**config.mk**
```make
export PLATFORM = sky130hd
export DESIGN_NAME = brsg_top
export DESIGN_NICKNAME = d
export VERILOG_FILES = /design/src/verilog/brsg_pkg.sv /design/src/verilog/brsg_top.sv
export VERILOG_INCLUDE_DIRS = /design/src /design/src/verilog
export SDC_FILE = /design/constraint.sdc
export NUM_CORES = 1
export LEC_CHECK = 0
export BUFFER_PORTS_ARGS = -buffer_cell sky130_fd_sc_hd__buf_2
export CORE_MARGIN = 2
export CORE_UTILIZATION = 50
export CTS_CLUSTER_SIZE = 25
export DETAILED_ROUTE_END_ITERATION = 8
export PLACE_DENSITY = 0.67
export SYNTH_ARGS = -nofsm -noshare
export SYNTH_HDL_FRONTEND = slang
export SYNTH_SLANG_ARGS = --single-unit
```
**constraint.sdc**
```tcl
create_clock -name clk -period 3.8 [get_ports clk]
set_input_delay 0.19 -clock clk [delete_from_list [all_inputs] [get_ports clk]]
set_output_delay 0.19 -clock clk [all_outputs]
set_load 0.005 [all_outputs]
```
**src/verilog/brsg_cfg.svh**
```systemverilog
`ifndef BRSG_CFG_SVH
`define BRSG_CFG_SVH

// ****************************************************************
// Clock and timing
// ****************************************************************
`define BRSG_CLK_MHZ            25
`define BRSG_FILTER_TIME_NS     100000
`define BRSG_PWRUP_TIME_NS      50000000

// ****************************************************************
// Register byte addresses
// ****************************************************************
`define BRSG_ADDR_RST_CTRL      12'h000
`define BRSG_ADDR_STACK         12'h004
`define BRSG_ADDR_STATUS        12'h008

// ****************************************************************
// Reset control register fields
// ****************************************************************
`define BRSG_BIT_SOFT_EN        6
`define BRSG_BIT_RST_INSTR      4
`define BRSG_BIT_WDT_TIMEOUT    3
`define BRSG_BIT_POWERDOWN      2
`define BRSG_BIT_POWER_ON       1
`define BRSG_BIT_BROWNOUT       0

// ****************************************************************
// Stack register fields and limits
// ****************************************************************
`define BRSG_BIT_STK_FULL       7
`define BRSG_BIT_STK_UNF        6
`define BRSG_SP_MAX             5'h1f
`define BRSG_SP_LAST_FREE       5'h1e

// ****************************************************************
// Brown-out enable encodings
// ****************************************************************
`define BRSG_EN_OFF             2'h0
`define BRSG_EN_SOFT            2'h1
`define BRSG_EN_NOSLEEP         2'h2
`define BRSG_EN_ON              2'h3

// ****************************************************************
// Program counter vectors and reset values
// ****************************************************************
`define BRSG_VEC_RESET          21'h000000
`define BRSG_VEC_HIGH           21'h000008
`define BRSG_VEC_LOW            21'h000018
`define BRSG_PC_STEP            21'h000002
`define BRSG_RST_SOFT_EN        1'h1
`define BRSG_RST_FLAG_SET       1'h1
`define BRSG_RST_FLAG_CLR       1'h0

`endif

```
**src/verilog/brsg_pkg.sv**
```systemverilog
package brsg_pkg;

    // ************************************************************
    // Types
    // ************************************************************
    typedef enum logic [1:0] {
        MODE_FULL,
        MODE_PM_RUN,
        MODE_IDLE,
        MODE_SLEEP
    } brsg_mode_t;

    typedef enum logic [1:0] {
        BO_ARMED,
        BO_FILTER,
        BO_HELD,
        BO_PWRUP
    } brsg_bo_state_t;

    typedef struct packed {
        logic [1:0] brownout_enable_cfg;
        logic [1:0] brownout_level_cfg;
        logic       powerup_timer_enable;
        logic       stack_fault_reset_enable;
    } brsg_cfg_t;

    typedef struct packed {
        logic watchdog_timeout;
        logic reset_instr;
        logic master_clear_pin;
        logic irq_wake;
        logic high_prio_irq_enable;
        logic low_prio_irq_enable;
        logic push;
        logic pop;
    } brsg_event_t;

endpackage

```
**src/verilog/brsg_top.sv**
```systemverilog
// Contract
// - Enabled brown-out filters supply drop, then holds reset until supply recovers.
// - Power-up timer, if enabled, extends reset after supply recovery.
// - Supply drop during power-up timing returns to brown-out and restarts timer.
// - Brown-out enable and power-up timer enable are independent.
// - Software mode: detection active only while soft enable bit set.
// - Soft enable acts only in software mode, otherwise reads zero.
// - Trip level comes only from configuration, never from software.
// - No-sleep mode disables detection in sleep, re-enables in run/idle.
// - Mode 11 always detects; mode 00 never detects.
// - Brown-out flag clears on every brown-out or power-on reset.
// - Power-on and brown-out resets load flags and vector as tabulated.
// - Soft enable resets to one at power-on, kept otherwise only if active.
// - Watchdog timeout in run modes resets to zero, clears timeout flag.
// - Watchdog timeout in idle/sleep wakes at PC+2, clears two flags.
// - Interrupt wake clears powerdown flag; resumes PC+2 or vectors.
// - Stack pointer 0..31, pre-increment push, post-decrement pop, zero at reset.
// - Stack full flag set on 31st push, cleared by software or power-on.
// - With fault reset, 31st push stores PC+2, sets full, resets, pointer zero.
// - Without fault reset, pointer saturates at 31, 31st entry kept.
// - Pop on empty returns zero, sets underflow flag, pointer stays zero.
// - Underflow resets only when fault reset enabled.
// - Software sets power-on flag; brown-out flag zero then means brown-out.
//
// Design decisions made here: the register offsets and the APB interface to the registers.
`timescale 1ns/1ps
`include "brsg_cfg.svh"

module brsg_top #(
    parameter int FILTER_CYC =
        (`BRSG_FILTER_TIME_NS * `BRSG_CLK_MHZ + 999) / 1000,
    parameter int PWRUP_CYC  =
        (`BRSG_PWRUP_TIME_NS * `BRSG_CLK_MHZ + 999) / 1000
) (
    input  wire logic                clk,
    input  wire logic                rst_n,
    input  wire logic                psel,
    input  wire logic                penable,
    input  wire logic                pwrite,
    input  wire logic [11:0]         paddr,
    input  wire logic [31:0]         pwdata,
    output logic      [31:0]         prdata,
    output logic                     pready,
    output logic                     pslverr,
    input  wire brsg_pkg::brsg_cfg_t   cfg,
    input  wire brsg_pkg::brsg_mode_t  power_mode,
    input  wire brsg_pkg::brsg_event_t core_event,
    input  wire logic [20:0]         core_pc,
    input  wire logic                supply_low_async,
    output logic                     brownout_detect_en,
    output logic      [1:0]          brownout_level,
    output logic                     core_reset,
    output logic                     pc_load,
    output logic      [20:0]         pc_value
);
    import brsg_pkg::*;

    // ************************************************************
    // Decode helpers
    // ************************************************************
    function automatic logic is_run(input brsg_mode_t m);
        return (m == MODE_FULL) || (m == MODE_PM_RUN);
    endfunction

    // ************************************************************
    // State
    // ************************************************************
    logic           low_meta;
    logic           supply_low;
    brsg_bo_state_t bo_state;
    brsg_bo_state_t next_bo_state;
    logic [31:0]    cnt;
    logic [31:0]    next_cnt;
    logic           soft_brownout_enable;
    logic           reset_instr_flag;
    logic           watchdog_timeout_flag;
    logic           powerdown_flag;
    logic           power_on_reset_flag;
    logic           brownout_flag;
    logic           stack_full_flag;
    logic           stack_underflow_flag;
    logic [4:0]     return_stack_pointer;
    logic [20:0]    stk_mem [0:31];
    logic           next_soft_en;
    logic           next_ri;
    logic           next_wdt_flag;
    logic           next_pd;
    logic           next_por;
    logic           next_bor;
    logic           next_full;
    logic           next_unf;
    logic [4:0]     next_sp;
    logic           next_pc_load;
    logic [20:0]    next_pc_value;
    logic [31:0]    reset_control_register_word;
    logic [31:0]    stk_word;
    logic [31:0]    stat_word;

    // ************************************************************
    // Supply comparator synchroniser
    // ************************************************************
    always_ff @(posedge clk) begin
        if (!rst_n) begin
            low_meta   <= 1'h0;
            supply_low <= 1'h0;
        end else begin
            low_meta   <= supply_low_async;
            supply_low <= low_meta;
        end
    end

    // ************************************************************
    // Detection enable
    // ************************************************************
    wire soft_mode  = cfg.brownout_enable_cfg == `BRSG_EN_SOFT;
    wire always_on  = cfg.brownout_enable_cfg == `BRSG_EN_ON;
    wire no_sleep   = (cfg.brownout_enable_cfg == `BRSG_EN_NOSLEEP)
                      && (power_mode != MODE_SLEEP);
    wire soft_on    = soft_mode && soft_brownout_enable;
    wire bo_enabled = always_on || no_sleep || soft_on;

    wire filt_done  = cnt == 32'(FILTER_CYC - 1);
    wire pwrup_done = cnt == 32'(PWRUP_CYC - 1);
    wire bo_trip    = (bo_state == BO_FILTER) && bo_enabled
                      && supply_low && filt_done;
    wire live       = (bo_state == BO_ARMED) || (bo_state == BO_FILTER);

    // ************************************************************
    // Brown-out and power-up timer sequencing
    // ************************************************************
    always_comb begin
        next_bo_state = bo_state;
        next_cnt      = cnt + 32'h1;
        case (bo_state)
            BO_ARMED: begin
                next_cnt = 32'h0;
                if (bo_enabled && supply_low) begin
                    next_bo_state = BO_FILTER;
                end
            end
            BO_FILTER: begin
                if (!bo_enabled || !supply_low) begin
                    next_bo_state = BO_ARMED;
                    next_cnt      = 32'h0;
                end else if (filt_done) begin
                    next_bo_state = BO_HELD;
                    next_cnt      = 32'h0;
                end
            end
            BO_HELD: begin
                next_cnt = 32'h0;
                if (!supply_low) begin
                    next_bo_state = cfg.powerup_timer_enable ?
                                    BO_PWRUP : BO_ARMED;
                end
            end
            BO_PWRUP: begin
                if (supply_low && bo_enabled) begin
                    next_bo_state = BO_HELD;
                    next_cnt      = 32'h0;
                end else if (!cfg.powerup_timer_enable || pwrup_done) begin
                    next_bo_state = BO_ARMED;
                    next_cnt      = 32'h0;
                end
            end
            default: begin
                next_bo_state = BO_ARMED;
                next_cnt      = 32'h0;
            end
        endcase
    end

    always_ff @(posedge clk) begin
        if (!rst_n) begin
            bo_state <= BO_PWRUP;
            cnt      <= 32'h0;
        end else begin
            bo_state <= next_bo_state;
            cnt      <= next_cnt;
        end
    end

    // ************************************************************
    // Core events
    // ************************************************************
    wire in_run      = is_run(power_mode);
    wire wdt_reset   = live && core_event.watchdog_timeout && in_run;
    wire wdt_wake    = live && core_event.watchdog_timeout && !in_run;
    wire irq_wake    = live && core_event.irq_wake && !in_run;
    wire instr_reset = live && core_event.reset_instr;
    wire master_clear_pin_reset  = live && core_event.master_clear_pin;
    wire push        = live && core_event.push;
    wire pop         = live && core_event.pop && !core_event.push;
    wire sp_empty    = return_stack_pointer == 5'h0;
    wire full_hit    = push
                       && (return_stack_pointer >= `BRSG_SP_LAST_FREE);
    wire under_pop   = pop && sp_empty;
    wire stack_reset = cfg.stack_fault_reset_enable
                       && (full_hit || under_pop);
    wire any_reset   = bo_trip || wdt_reset || instr_reset
                       || master_clear_pin_reset || stack_reset;
    wire [4:0]  sp_inc  = 5'(return_stack_pointer + 5'h1);
    wire [4:0]  sp_dec  = 5'(return_stack_pointer - 5'h1);
    wire [20:0] pc_next = 21'(core_pc + `BRSG_PC_STEP);

    // ************************************************************
    // APB decode
    // ************************************************************
    wire apb_setup = psel && !penable;
    wire apb_wr    = psel && penable && pready && pwrite;
    wire hit_reset_control_register  = paddr == `BRSG_ADDR_RST_CTRL;
    wire hit_stk   = paddr == `BRSG_ADDR_STACK;
    wire hit_stat  = paddr == `BRSG_ADDR_STATUS;
    wire mapped    = hit_reset_control_register || hit_stk || hit_stat;
    wire wr_reset_control_register   = apb_wr && hit_reset_control_register;
    wire wr_stk    = apb_wr && hit_stk;
    wire [31:0] rd_word = hit_reset_control_register ? reset_control_register_word :
                          hit_stk  ? stk_word  :
                          hit_stat ? stat_word : 32'h0;

    always_comb begin
        reset_control_register_word = 32'h0;
        reset_control_register_word[`BRSG_BIT_SOFT_EN]     = soft_on;
        reset_control_register_word[`BRSG_BIT_RST_INSTR]   = reset_instr_flag;
        reset_control_register_word[`BRSG_BIT_WDT_TIMEOUT] = watchdog_timeout_flag;
        reset_control_register_word[`BRSG_BIT_POWERDOWN]   = powerdown_flag;
        reset_control_register_word[`BRSG_BIT_POWER_ON]    = power_on_reset_flag;
        reset_control_register_word[`BRSG_BIT_BROWNOUT]    = brownout_flag;
        stk_word = {27'h0, return_stack_pointer};
        stk_word[`BRSG_BIT_STK_FULL]     = stack_full_flag;
        stk_word[`BRSG_BIT_STK_UNF]      = stack_underflow_flag;
        stat_word = {24'h0, 2'h0, supply_low, bo_enabled,
                     2'(bo_state), cfg.brownout_level_cfg};
    end

    // ************************************************************
    // Reset-cause flags and soft enable
    // ************************************************************
    always_comb begin
        next_soft_en  = soft_brownout_enable;
        next_ri       = reset_instr_flag;
        next_wdt_flag = watchdog_timeout_flag;
        next_pd       = powerdown_flag;
        next_por      = power_on_reset_flag;
        next_bor      = brownout_flag;
        if (wr_reset_control_register) begin
            if (soft_mode) begin
                next_soft_en = pwdata[`BRSG_BIT_SOFT_EN];
            end
            next_ri  = pwdata[`BRSG_BIT_RST_INSTR];
            next_por = pwdata[`BRSG_BIT_POWER_ON];
            next_bor = pwdata[`BRSG_BIT_BROWNOUT];
        end
        if (instr_reset) begin
            next_ri = 1'h0;
        end
        if (master_clear_pin_reset && power_mode != MODE_FULL) begin
            next_wdt_flag = 1'h1;
        end
        if (master_clear_pin_reset && !in_run) begin
            next_pd = 1'h0;
        end
        if (wdt_reset || wdt_wake) begin
            next_wdt_flag = 1'h0;
        end
        if (wdt_wake || irq_wake) begin
            next_pd = 1'h0;
        end
        if (bo_trip) begin
            next_ri       = 1'h1;
            next_wdt_flag = 1'h1;
            next_pd       = 1'h1;
            next_bor      = 1'h0;
        end
        if (any_reset) begin
            next_soft_en = soft_on;
        end
    end

    // ************************************************************
    // Stack pointer and flags
    // ************************************************************
    always_comb begin
        next_sp   = return_stack_pointer;
        next_full = stack_full_flag;
        next_unf  = stack_underflow_flag;
        if (wr_stk) begin
            next_sp   = pwdata[4:0];
            next_full = stack_full_flag && pwdata[`BRSG_BIT_STK_FULL];
            next_unf  = stack_underflow_flag && pwdata[`BRSG_BIT_STK_UNF];
        end
        if (push) begin
            next_sp = full_hit ? `BRSG_SP_MAX : sp_inc;
        end else if (pop) begin
            next_sp = sp_empty ? 5'h0 : sp_dec;
        end
        if (full_hit) begin
            next_full = 1'h1;
        end
        if (under_pop) begin
            next_unf = 1'h1;
        end
        if (any_reset) begin
            next_sp = 5'h0;
        end
    end

    // ************************************************************
    // Program counter load
    // ************************************************************
    always_comb begin
        next_pc_load  = any_reset || wdt_wake || irq_wake || pop;
        next_pc_value = `BRSG_VEC_RESET;
        if (any_reset) begin
            next_pc_value = `BRSG_VEC_RESET;
        end else if (wdt_wake) begin
            next_pc_value = pc_next;
        end else if (irq_wake) begin
            next_pc_value = core_event.high_prio_irq_enable ?
                            `BRSG_VEC_HIGH :
                            core_event.low_prio_irq_enable ?
                            `BRSG_VEC_LOW : pc_next;
        end else if (pop && !sp_empty) begin
            next_pc_value = stk_mem[return_stack_pointer];
        end
    end

    // ************************************************************
    // Registers
    // ************************************************************
    always_ff @(posedge clk) begin
        if (!rst_n) begin
            soft_brownout_enable  <= `BRSG_RST_SOFT_EN;
            reset_instr_flag      <= `BRSG_RST_FLAG_SET;
            watchdog_timeout_flag <= `BRSG_RST_FLAG_SET;
            powerdown_flag        <= `BRSG_RST_FLAG_SET;
            power_on_reset_flag   <= `BRSG_RST_FLAG_CLR;
            brownout_flag         <= `BRSG_RST_FLAG_CLR;
            stack_full_flag       <= `BRSG_RST_FLAG_CLR;
            stack_underflow_flag  <= `BRSG_RST_FLAG_CLR;
            return_stack_pointer  <= 5'h0;
        end else begin
            soft_brownout_enable  <= next_soft_en;
            reset_instr_flag      <= next_ri;
            watchdog_timeout_flag <= next_wdt_flag;
            powerdown_flag        <= next_pd;
            power_on_reset_flag   <= next_por;
            brownout_flag         <= next_bor;
            stack_full_flag       <= next_full;
            stack_underflow_flag  <= next_unf;
            return_stack_pointer  <= next_sp;
        end
    end

    always_ff @(posedge clk) begin
        if (push && return_stack_pointer != `BRSG_SP_MAX) begin
            stk_mem[sp_inc] <= pc_next;
        end
    end

    always_ff @(posedge clk) begin
        if (!rst_n) begin
            core_reset         <= 1'h1;
            pc_load            <= 1'h0;
            pc_value           <= `BRSG_VEC_RESET;
            brownout_detect_en <= 1'h0;
            brownout_level     <= 2'h0;
        end else begin
            core_reset         <= any_reset || (next_bo_state == BO_HELD)
                                  || (next_bo_state == BO_PWRUP);
            pc_load            <= next_pc_load;
            pc_value           <= next_pc_value;
            brownout_detect_en <= bo_enabled;
            brownout_level     <= cfg.brownout_level_cfg;
        end
    end

    always_ff @(posedge clk) begin
        if (!rst_n) begin
            pready  <= 1'h0;
            pslverr <= 1'h0;
            prdata  <= 32'h0;
        end else begin
            pready  <= apb_setup;
            pslverr <= apb_setup && !mapped;
            prdata  <= (apb_setup && !pwrite) ? rd_word : 32'h0;
        end
    end
endmodule // brsg_top

```
==> out/metrics.csv, run 1 <==
stage;metric;value;unit
clock_tree;clock_sinks;762;
sta;fmax;309.6;MHz
setup_path;crit_path_max_incr_delay;830;ps
drt;routed_wl;74970;um
clock_tree;cts_setup_buffers;0;
worst_hold_path;hold_path.class;in2reg;
job;drv_cap;0;
drt;wl_per_cell;26.93;um
final_layout;n_fill_cell;4462;
clock_tree;root_buffer;clkbuf_16;
final_layout;antennaDiodeCount;0;
status;status;finished, final reports clean;
die;ios;147;
sta;setup_violations;0;
sta;finClkSkew;18.35;ps
global_route;overflow;0;
placement;place_inst;2611;
setup_path;crit_buf_inv;1;
drt;drc;0;
yosys;yosysSeqAreaShare;0.7192;
drt;dr_total_vias;16970;
yosys;synth_top_area_share;0.6603;
drt;postRouteAntennaNets;0;
power;cellPowerDensity;511.1;mW/mm2
clock_tree;cts_tree;done;
yosys;postSynth.asyncResetShare;0;
sta;min_period_over_period;0.8501;
sta;finalMaxSlewViolations;0;
yosys;ys.flop_type;edfxtp_1;
setup_path;path_delay_family;compound AO/OA/AOI/OAI gates;
yosys;synth_area_leader_cell;edfxtp_1;
clock_tree;htree_levels;3;
power;ir_drop;0.3739;mV
global_route;grt_use_total;0.2403;
placement;detailedPlacementHpwl;44830;um
setup_path;crit_required;4230;ps
final_layout;utilization;0.5860;
yosys;syn-instance-count;1733;
final_layout;final_layout_size_suffix_gt1_frac;0.2602;
drt;drt_iter0_drc;1747;
yosys;synth_cell_type_count;68;
setup_path;start_kind;flip-flop;
yosys;yosys_register_bits;762;
clock_tree;numCtsBuffers;77;
global_route;grt_start_max_net_pins;58;
clock_tree;clk_pin_slew_worst_paths;60;ps
placement;place_ws;650.5;ps
clock_tree;max-clock-path-buffers;3;
setup_path;critPathArrivalTime;3660;ps
die;die_x;251.2;um
die;initial_utilization;0.5063;
die;fp.dieArea;0.06312;mm2
final_layout;seq_area;0.02199;mm2
final_layout;finish.net_count;2036;
die;placementRows;90;
power;p_leak;11.24;nW
sta;rsz0062_at_grt;false;
clock_tree;clk_latency;620;ps
sta;worst_pin_slew;1181;ps
sta;relSlewSlack;0.2065;
final_layout;syn_to_final_growth;15.73;%
die;core_area;0.06036;mm2
global_route;first_global_vias;17110;
placement;port_buffers;97;
drt;viasPerCell;6.095;
yosys;synth_area_leaders;edfxtp_1, mux4_2, dfxtp_1, mux2i_1, nand2_1;
sta;finalWorstSetupSlack;569.6;ps
sta;hold_viol_final;0;
final_layout;layout_common_cells;edfxtp_1, mux4_2, buf_2;
yosys;synth_edf_count;672;
setup_path;critPathCaptureType;flip-flop;
placement;placedInstanceArea;0.03254;mm2
yosys;synth_warnings;0;
setup_path;cp_max_fo;17;
global_route;antenna_found_initial;0;
final_layout;fin_cells;2784;
drt;dr.pass1.iters;5;
final_layout;multiInputGateArea;0.008123;mm2
sta;layout_min_cycle_time;3230;ps
global_route;grt_pass1_wl;110200;um
sta;tns;0;ps
setup_path;r2r_slack;570;ps
setup_path;worstPathCellList;inv_1 > ha_1 > or4b_1 > nor2_1 > o21a_1 > or3_1 > a2111oi_0;
yosys;syn-mean-instance-area;17.64;um2
yosys;netlist_area;0.03056;mm2
setup_path;worstSetupPathType;reg2reg;
setup_path;slowest_stage;a2111oi_0;
placement;place.gp.congestion;0.8358;
final_layout;fin_area;0.03537;mm2
die;die_height;251.2;um
final_layout;final_common_cell;edfxtp_1;
## synth_stat cells, types with 18 or more instances
library cell  count
xnor2_1          29
mux4_2          158
nor2_1           90
inv_1            27
a21oi_1          26
nor3_1           52
dfxtp_1          90
edfxtp_1        672
buf_2            19
nand3_1          45
mux2i_1          63
nor4_1           18
clkbuf_1         35
nand2_1          96
buf_4            43
## layer usage
| layer | track usage | up-vias | routed length, um | part of all wire |
|---|---|---|---|---|
| met5 | 0 | - | 0 | 0 |
| met4 | 0.07177 | 0 | 2151 | 0.029 |
| met3 | 0.04432 | 136 | 5991 | 0.080 |
| met2 | 0.3873 | 762 | 35820 | 0.48 |
| met1 | 0.3373 | 8782 | 31010 | 0.41 |
| li1 | - | 7289 | - | - |
## timing repair
item | 4_1_cts | 5_1_grt
hold endpoints to repair | 22 | 0
resized for setup | 0 | 0
hold buffers | 32 | 0
## stage by stage
stage	total power, mW	hold WS, ps
detailed placement	10.72	402.2
global placement	10.69	396.6
finish	18.08	34.67
global route	18.61	28.14
floorplan	10.28	265.5
CTS	18.20	2.567
## tightest hold or removal path, stage by stage
cell and delay (ps):
buf_2 120, nand2b_1 70, a21oi_1 70, o31ai_1 70, nand3_1 70
## kinds of logic (layout without fill, tap and decap cells)
group	after synthesis	count (layout)	share of synthesized area
flops	762	762	0.7192
xor+xnor	44	44	0.01261
compound gates	153	153	0.03517
other cells	1	24	0.0001227
simple gates	389	389	0.06198
mux	239	239	0.1437
fa+ha+maj	9	9	0.003685
buf+inv	136	382	0.02350
## sequential cells by signal (all words and copies together), names as in the netlist, named ones only
name / flops
stk_mem: 672
cnt: 32
pc_value: 21
prdata: 8
return_stack_pointer: 5
bo_state: 2
brownout_level: 2
brownout_detect_en: 1
brownout_flag: 1
core_reset: 1
low_meta: 1
pc_load: 1
power_on_reset_flag: 1
powerdown_flag: 1
pready: 1
pslverr: 1
reset_instr_flag: 1
soft_brownout_enable: 1
stack_full_flag: 1
stack_underflow_flag: 1
supply_low: 1
watchdog_timeout_flag: 1
## report_power, final
group | leakage (nW) | switching [mW] | internal, mW
Combinational | 3.23 | 0.752 | 0.543
Sequential | 6.78 | 0.0844 | 9.19
Clock | 1.24 | 3.09 | 4.41
Total | 11.2 | 3.93 | 14.1
## area by class of cell
type | instances | share of cell area
Sequential cell | 762 | 0.6218
Clock inverter | 38 | 0.01075
Multi-Input combinational cell | 858 | 0.2297
Timing Repair Buffer | 213 | 0.04698
Inverter | 28 | 0.002972
Clock buffer | 103 | 0.06014
Tap cell | 782 | 0.02766
## worst paths after layout
| path | cells after the start | end | start |
|---|---|---|---|
| worst max register to register | 7 | pc_value[19] | return_stack_pointer[0] |
| worst min register to register | 1 | supply_low | low_meta |
| worst min-delay path | 5 | bo_state[0] | cfg[1] |
| worst max-delay path | 7 | pc_value[19] | return_stack_pointer[0] |
(Power assumes the default switching activity.)
==> run 2, diff against run 1 <==
==> constraint.sdc (replaced) <==
create_clock -name clk -period 3.8 [get_ports clk]
set_input_delay 1.14 -clock clk [delete_from_list [all_inputs] [get_ports clk]]
set_output_delay 1.14 -clock clk [all_outputs]
set_load 0.005 [all_outputs]
==> run 2 against run 1 <==
  * Sequential share of layout area grew 0.56 points
  * Wire length rose by 1.5%
  * Combinational power barely moved
  * Non-clock buffer count shrank 7
  * Critical path type is now in2reg
==> out/metrics.csv, run 2 (synthesized netlist as in run 1, its figures left out) <==
stage;metric;value;unit
setup_path;reg2reg_to;pc_value[19];
worst_hold_path;hold_end;prdata[7];
sta;rsz0062_at_grt;false;
power;finalPower;17.88;mW
setup_path;cp_max_fo;32;
global_route;overflow;0;
placement;detailedPlacementHpwl;45010;um
final_layout;finish.net_count;2030;
power;p_leak;11.16;nW
clock_tree;clk_pin_slew_worst_paths;60;ps
die;ios;147;
die;die_height;251.2;um
power;switching_share;0.2221;
worst_hold_path;hold_depth;2;
drt;drt_iter0_drc;1628;
power;cellPowerDensity;510.0;mW/mm2
drt;drc;0;
final_layout;syn_to_final_growth;14.69;%
clock_tree;htree_levels;3;
sta;layout_min_cycle_time;3169;ps
worst_hold_path;hold_start;stack_full_flag;
setup_path;worstSetupPathType;in2reg;
clock_tree;holdBufCountCts;0;
placement;place.gp.congestion;0.8731;
setup_path;r2r_slack;940;ps
drt;dr_total_vias;17010;
setup_path;reg2reg_depth;8;
power;p_int;13.91;mW
drt;wl_per_cell;27.37;um
clock_tree;cts-resized-gates;0;
job;drv_cap;0;
setup_path;rr_startpoint;return_stack_pointer[0];
global_route;antenna_found_initial;0;
die;core_area;0.06036;mm2
final_layout;fin_cells;2780;
global_route;grt_use_total;0.2423;
drt;dr.pass1.iters;7;
die;initial_utilization;0.5063;
placement;place_inst;2636;
sta;worst_pin_slew;1079;ps
setup_path;critPathArrivalTime;3440;ps
final_layout;reg_top3;stk_mem (672), cnt (32), pc_value (21);
global_route;grt_pass1_wl;110300;um
final_layout;layout_common_cells;edfxtp_1, mux4_2, buf_4;
sta;fmax;315.6;MHz
final_layout;final_common_cell;edfxtp_1;
setup_path;start_kind;primary input;
final_layout;n_fill_cell;4520;
die;die_x;251.2;um
clock_tree;max-clock-path-buffers;3;
power;seqPwrFrac;0.519;
clock_tree;numCtsBuffers;78;
clock_tree;cts_setup_buffers;0;
setup_path;critPathCaptureType;flip-flop;
global_route;first_global_vias;16870;
sta;finalMaxSlewViolations;0;
global_route;grt_start_max_net_pins;73;
status;status;finished, final reports clean;
power;power.share.clock;0.411;
final_layout;antennaDiodeCount;0;
global_route;grt-busiest-layer;met2;
global_route;met3_usage;0.06306;
clock_tree;cts_tree;done;
final_layout;largest_register_ffs;672;
setup_path;crit_required;4070;ps
clock_tree;root_buffer;clkbuf_16;
die;placementRows;90;
global_route;grtUsageMet1;0.3354;
final_layout;max_flop_register;stk_mem;
sta;tns;0;ps
global_route;use_met2;0.3783;
sta;min_period_over_period;0.8338;
power;comb_power_share;0.071;
clock_tree;clock_sinks;762;
final_layout;final_layout_size_suffix_gt1_frac;0.2693;
die;fp.dieArea;0.06312;mm2
drt;viasPerCell;6.117;
sta;setup_violations;0;
clock_tree;clk_latency;640;ps
power;ir_drop;0.3912;mV
drt;postRouteAntennaNets;0;
worst_hold_path;hold_path.class;reg2reg;
sta;finClkSkew;35.95;ps
drt;routed_wl;76090;um
placement;port_buffers;97;
power;p_sw;3.971;mW
sta;hold_viol_final;0;
sta;relSlewSlack;0.2769;
## run 2: cell types whose count changed in the layout (fill, tap and decap cells not counted), moves of 4 or more
cell           change
buf_4             +36
dlygate4sd3_1     -32
buf_12            -11
clkbuf_1           +9
clkinv_2           -7
bufinv_16          -4
## run 2: per-stage QoR
step	hold slack, ps	setup WS [ps]	utilization	cell area, um2
final	439.1	631.4	0.5807	35050
after floorplan	411.9	586.8	-	30650
after global routing	471.9	568.4	0.5807	35050
after CTS	446.7	719.6	0.5807	35050
after detailed placement	428.5	61.29	0.5400	32590
after global placement	424.0	182.0	0.5400	32590
## run 2: critical path, stage by stage
cell,delay [ps]
buf_2,120
ha_1,180
nand3_1,230
or3_1,470
or3_1,420
xor2_1,160
inv_1,700
## run 2: area by class of cell
type / count / area, um2 / share of cell area
flip-flops and latches: 762 / 21990 / 0.6275
clock inverters: 33 / 301.5 / 0.008603
inverters: 28 / 105.1 / 0.002999
clock buffers: 111 / 2158 / 0.06158
repair buffers: 206 / 1391 / 0.03969
well taps: 782 / 978.4 / 0.02791
multi-input cells: 858 / 8123 / 0.2317
## run 2: layer usage
layer,wire (um),part of all wire,vias to the layer above
li1,-,-,7265
met1,30900,0.41,8774
met2,35790,0.47,822
met3,7159,0.094,145
met4,2248,0.030,0
met5,0,0,-
## run 2: worst max-delay path by stage
stage	from	end	slack [ps]	cells past startpoint
6_report	core_pc[1]	stk_mem[2][19]	630	7
3_5_place_dp	core_pc[1]	stk_mem[1][19]	60	7
3_3_place_gp	core_pc[1]	stk_mem[16][19]	180	7
2_1_floorplan	core_pc[1]	stk_mem[0][16]	590	3
4_1_cts	core_pc[1]	stk_mem[2][19]	720	7
5_1_grt	core_pc[1]	stk_mem[2][19]	570	7
## run 2: power by group through the flow
stage          combinational (mW)  clock, mW  sequential [mW]
5_1_grt                      1.36       7.76             9.28
6_report                     1.27       7.34             9.27
4_1_cts                      1.27       7.46             9.27
3_5_place_dp                 1.26          0             9.45
2_1_floorplan               0.891          0             9.39
3_3_place_gp                 1.24          0             9.45
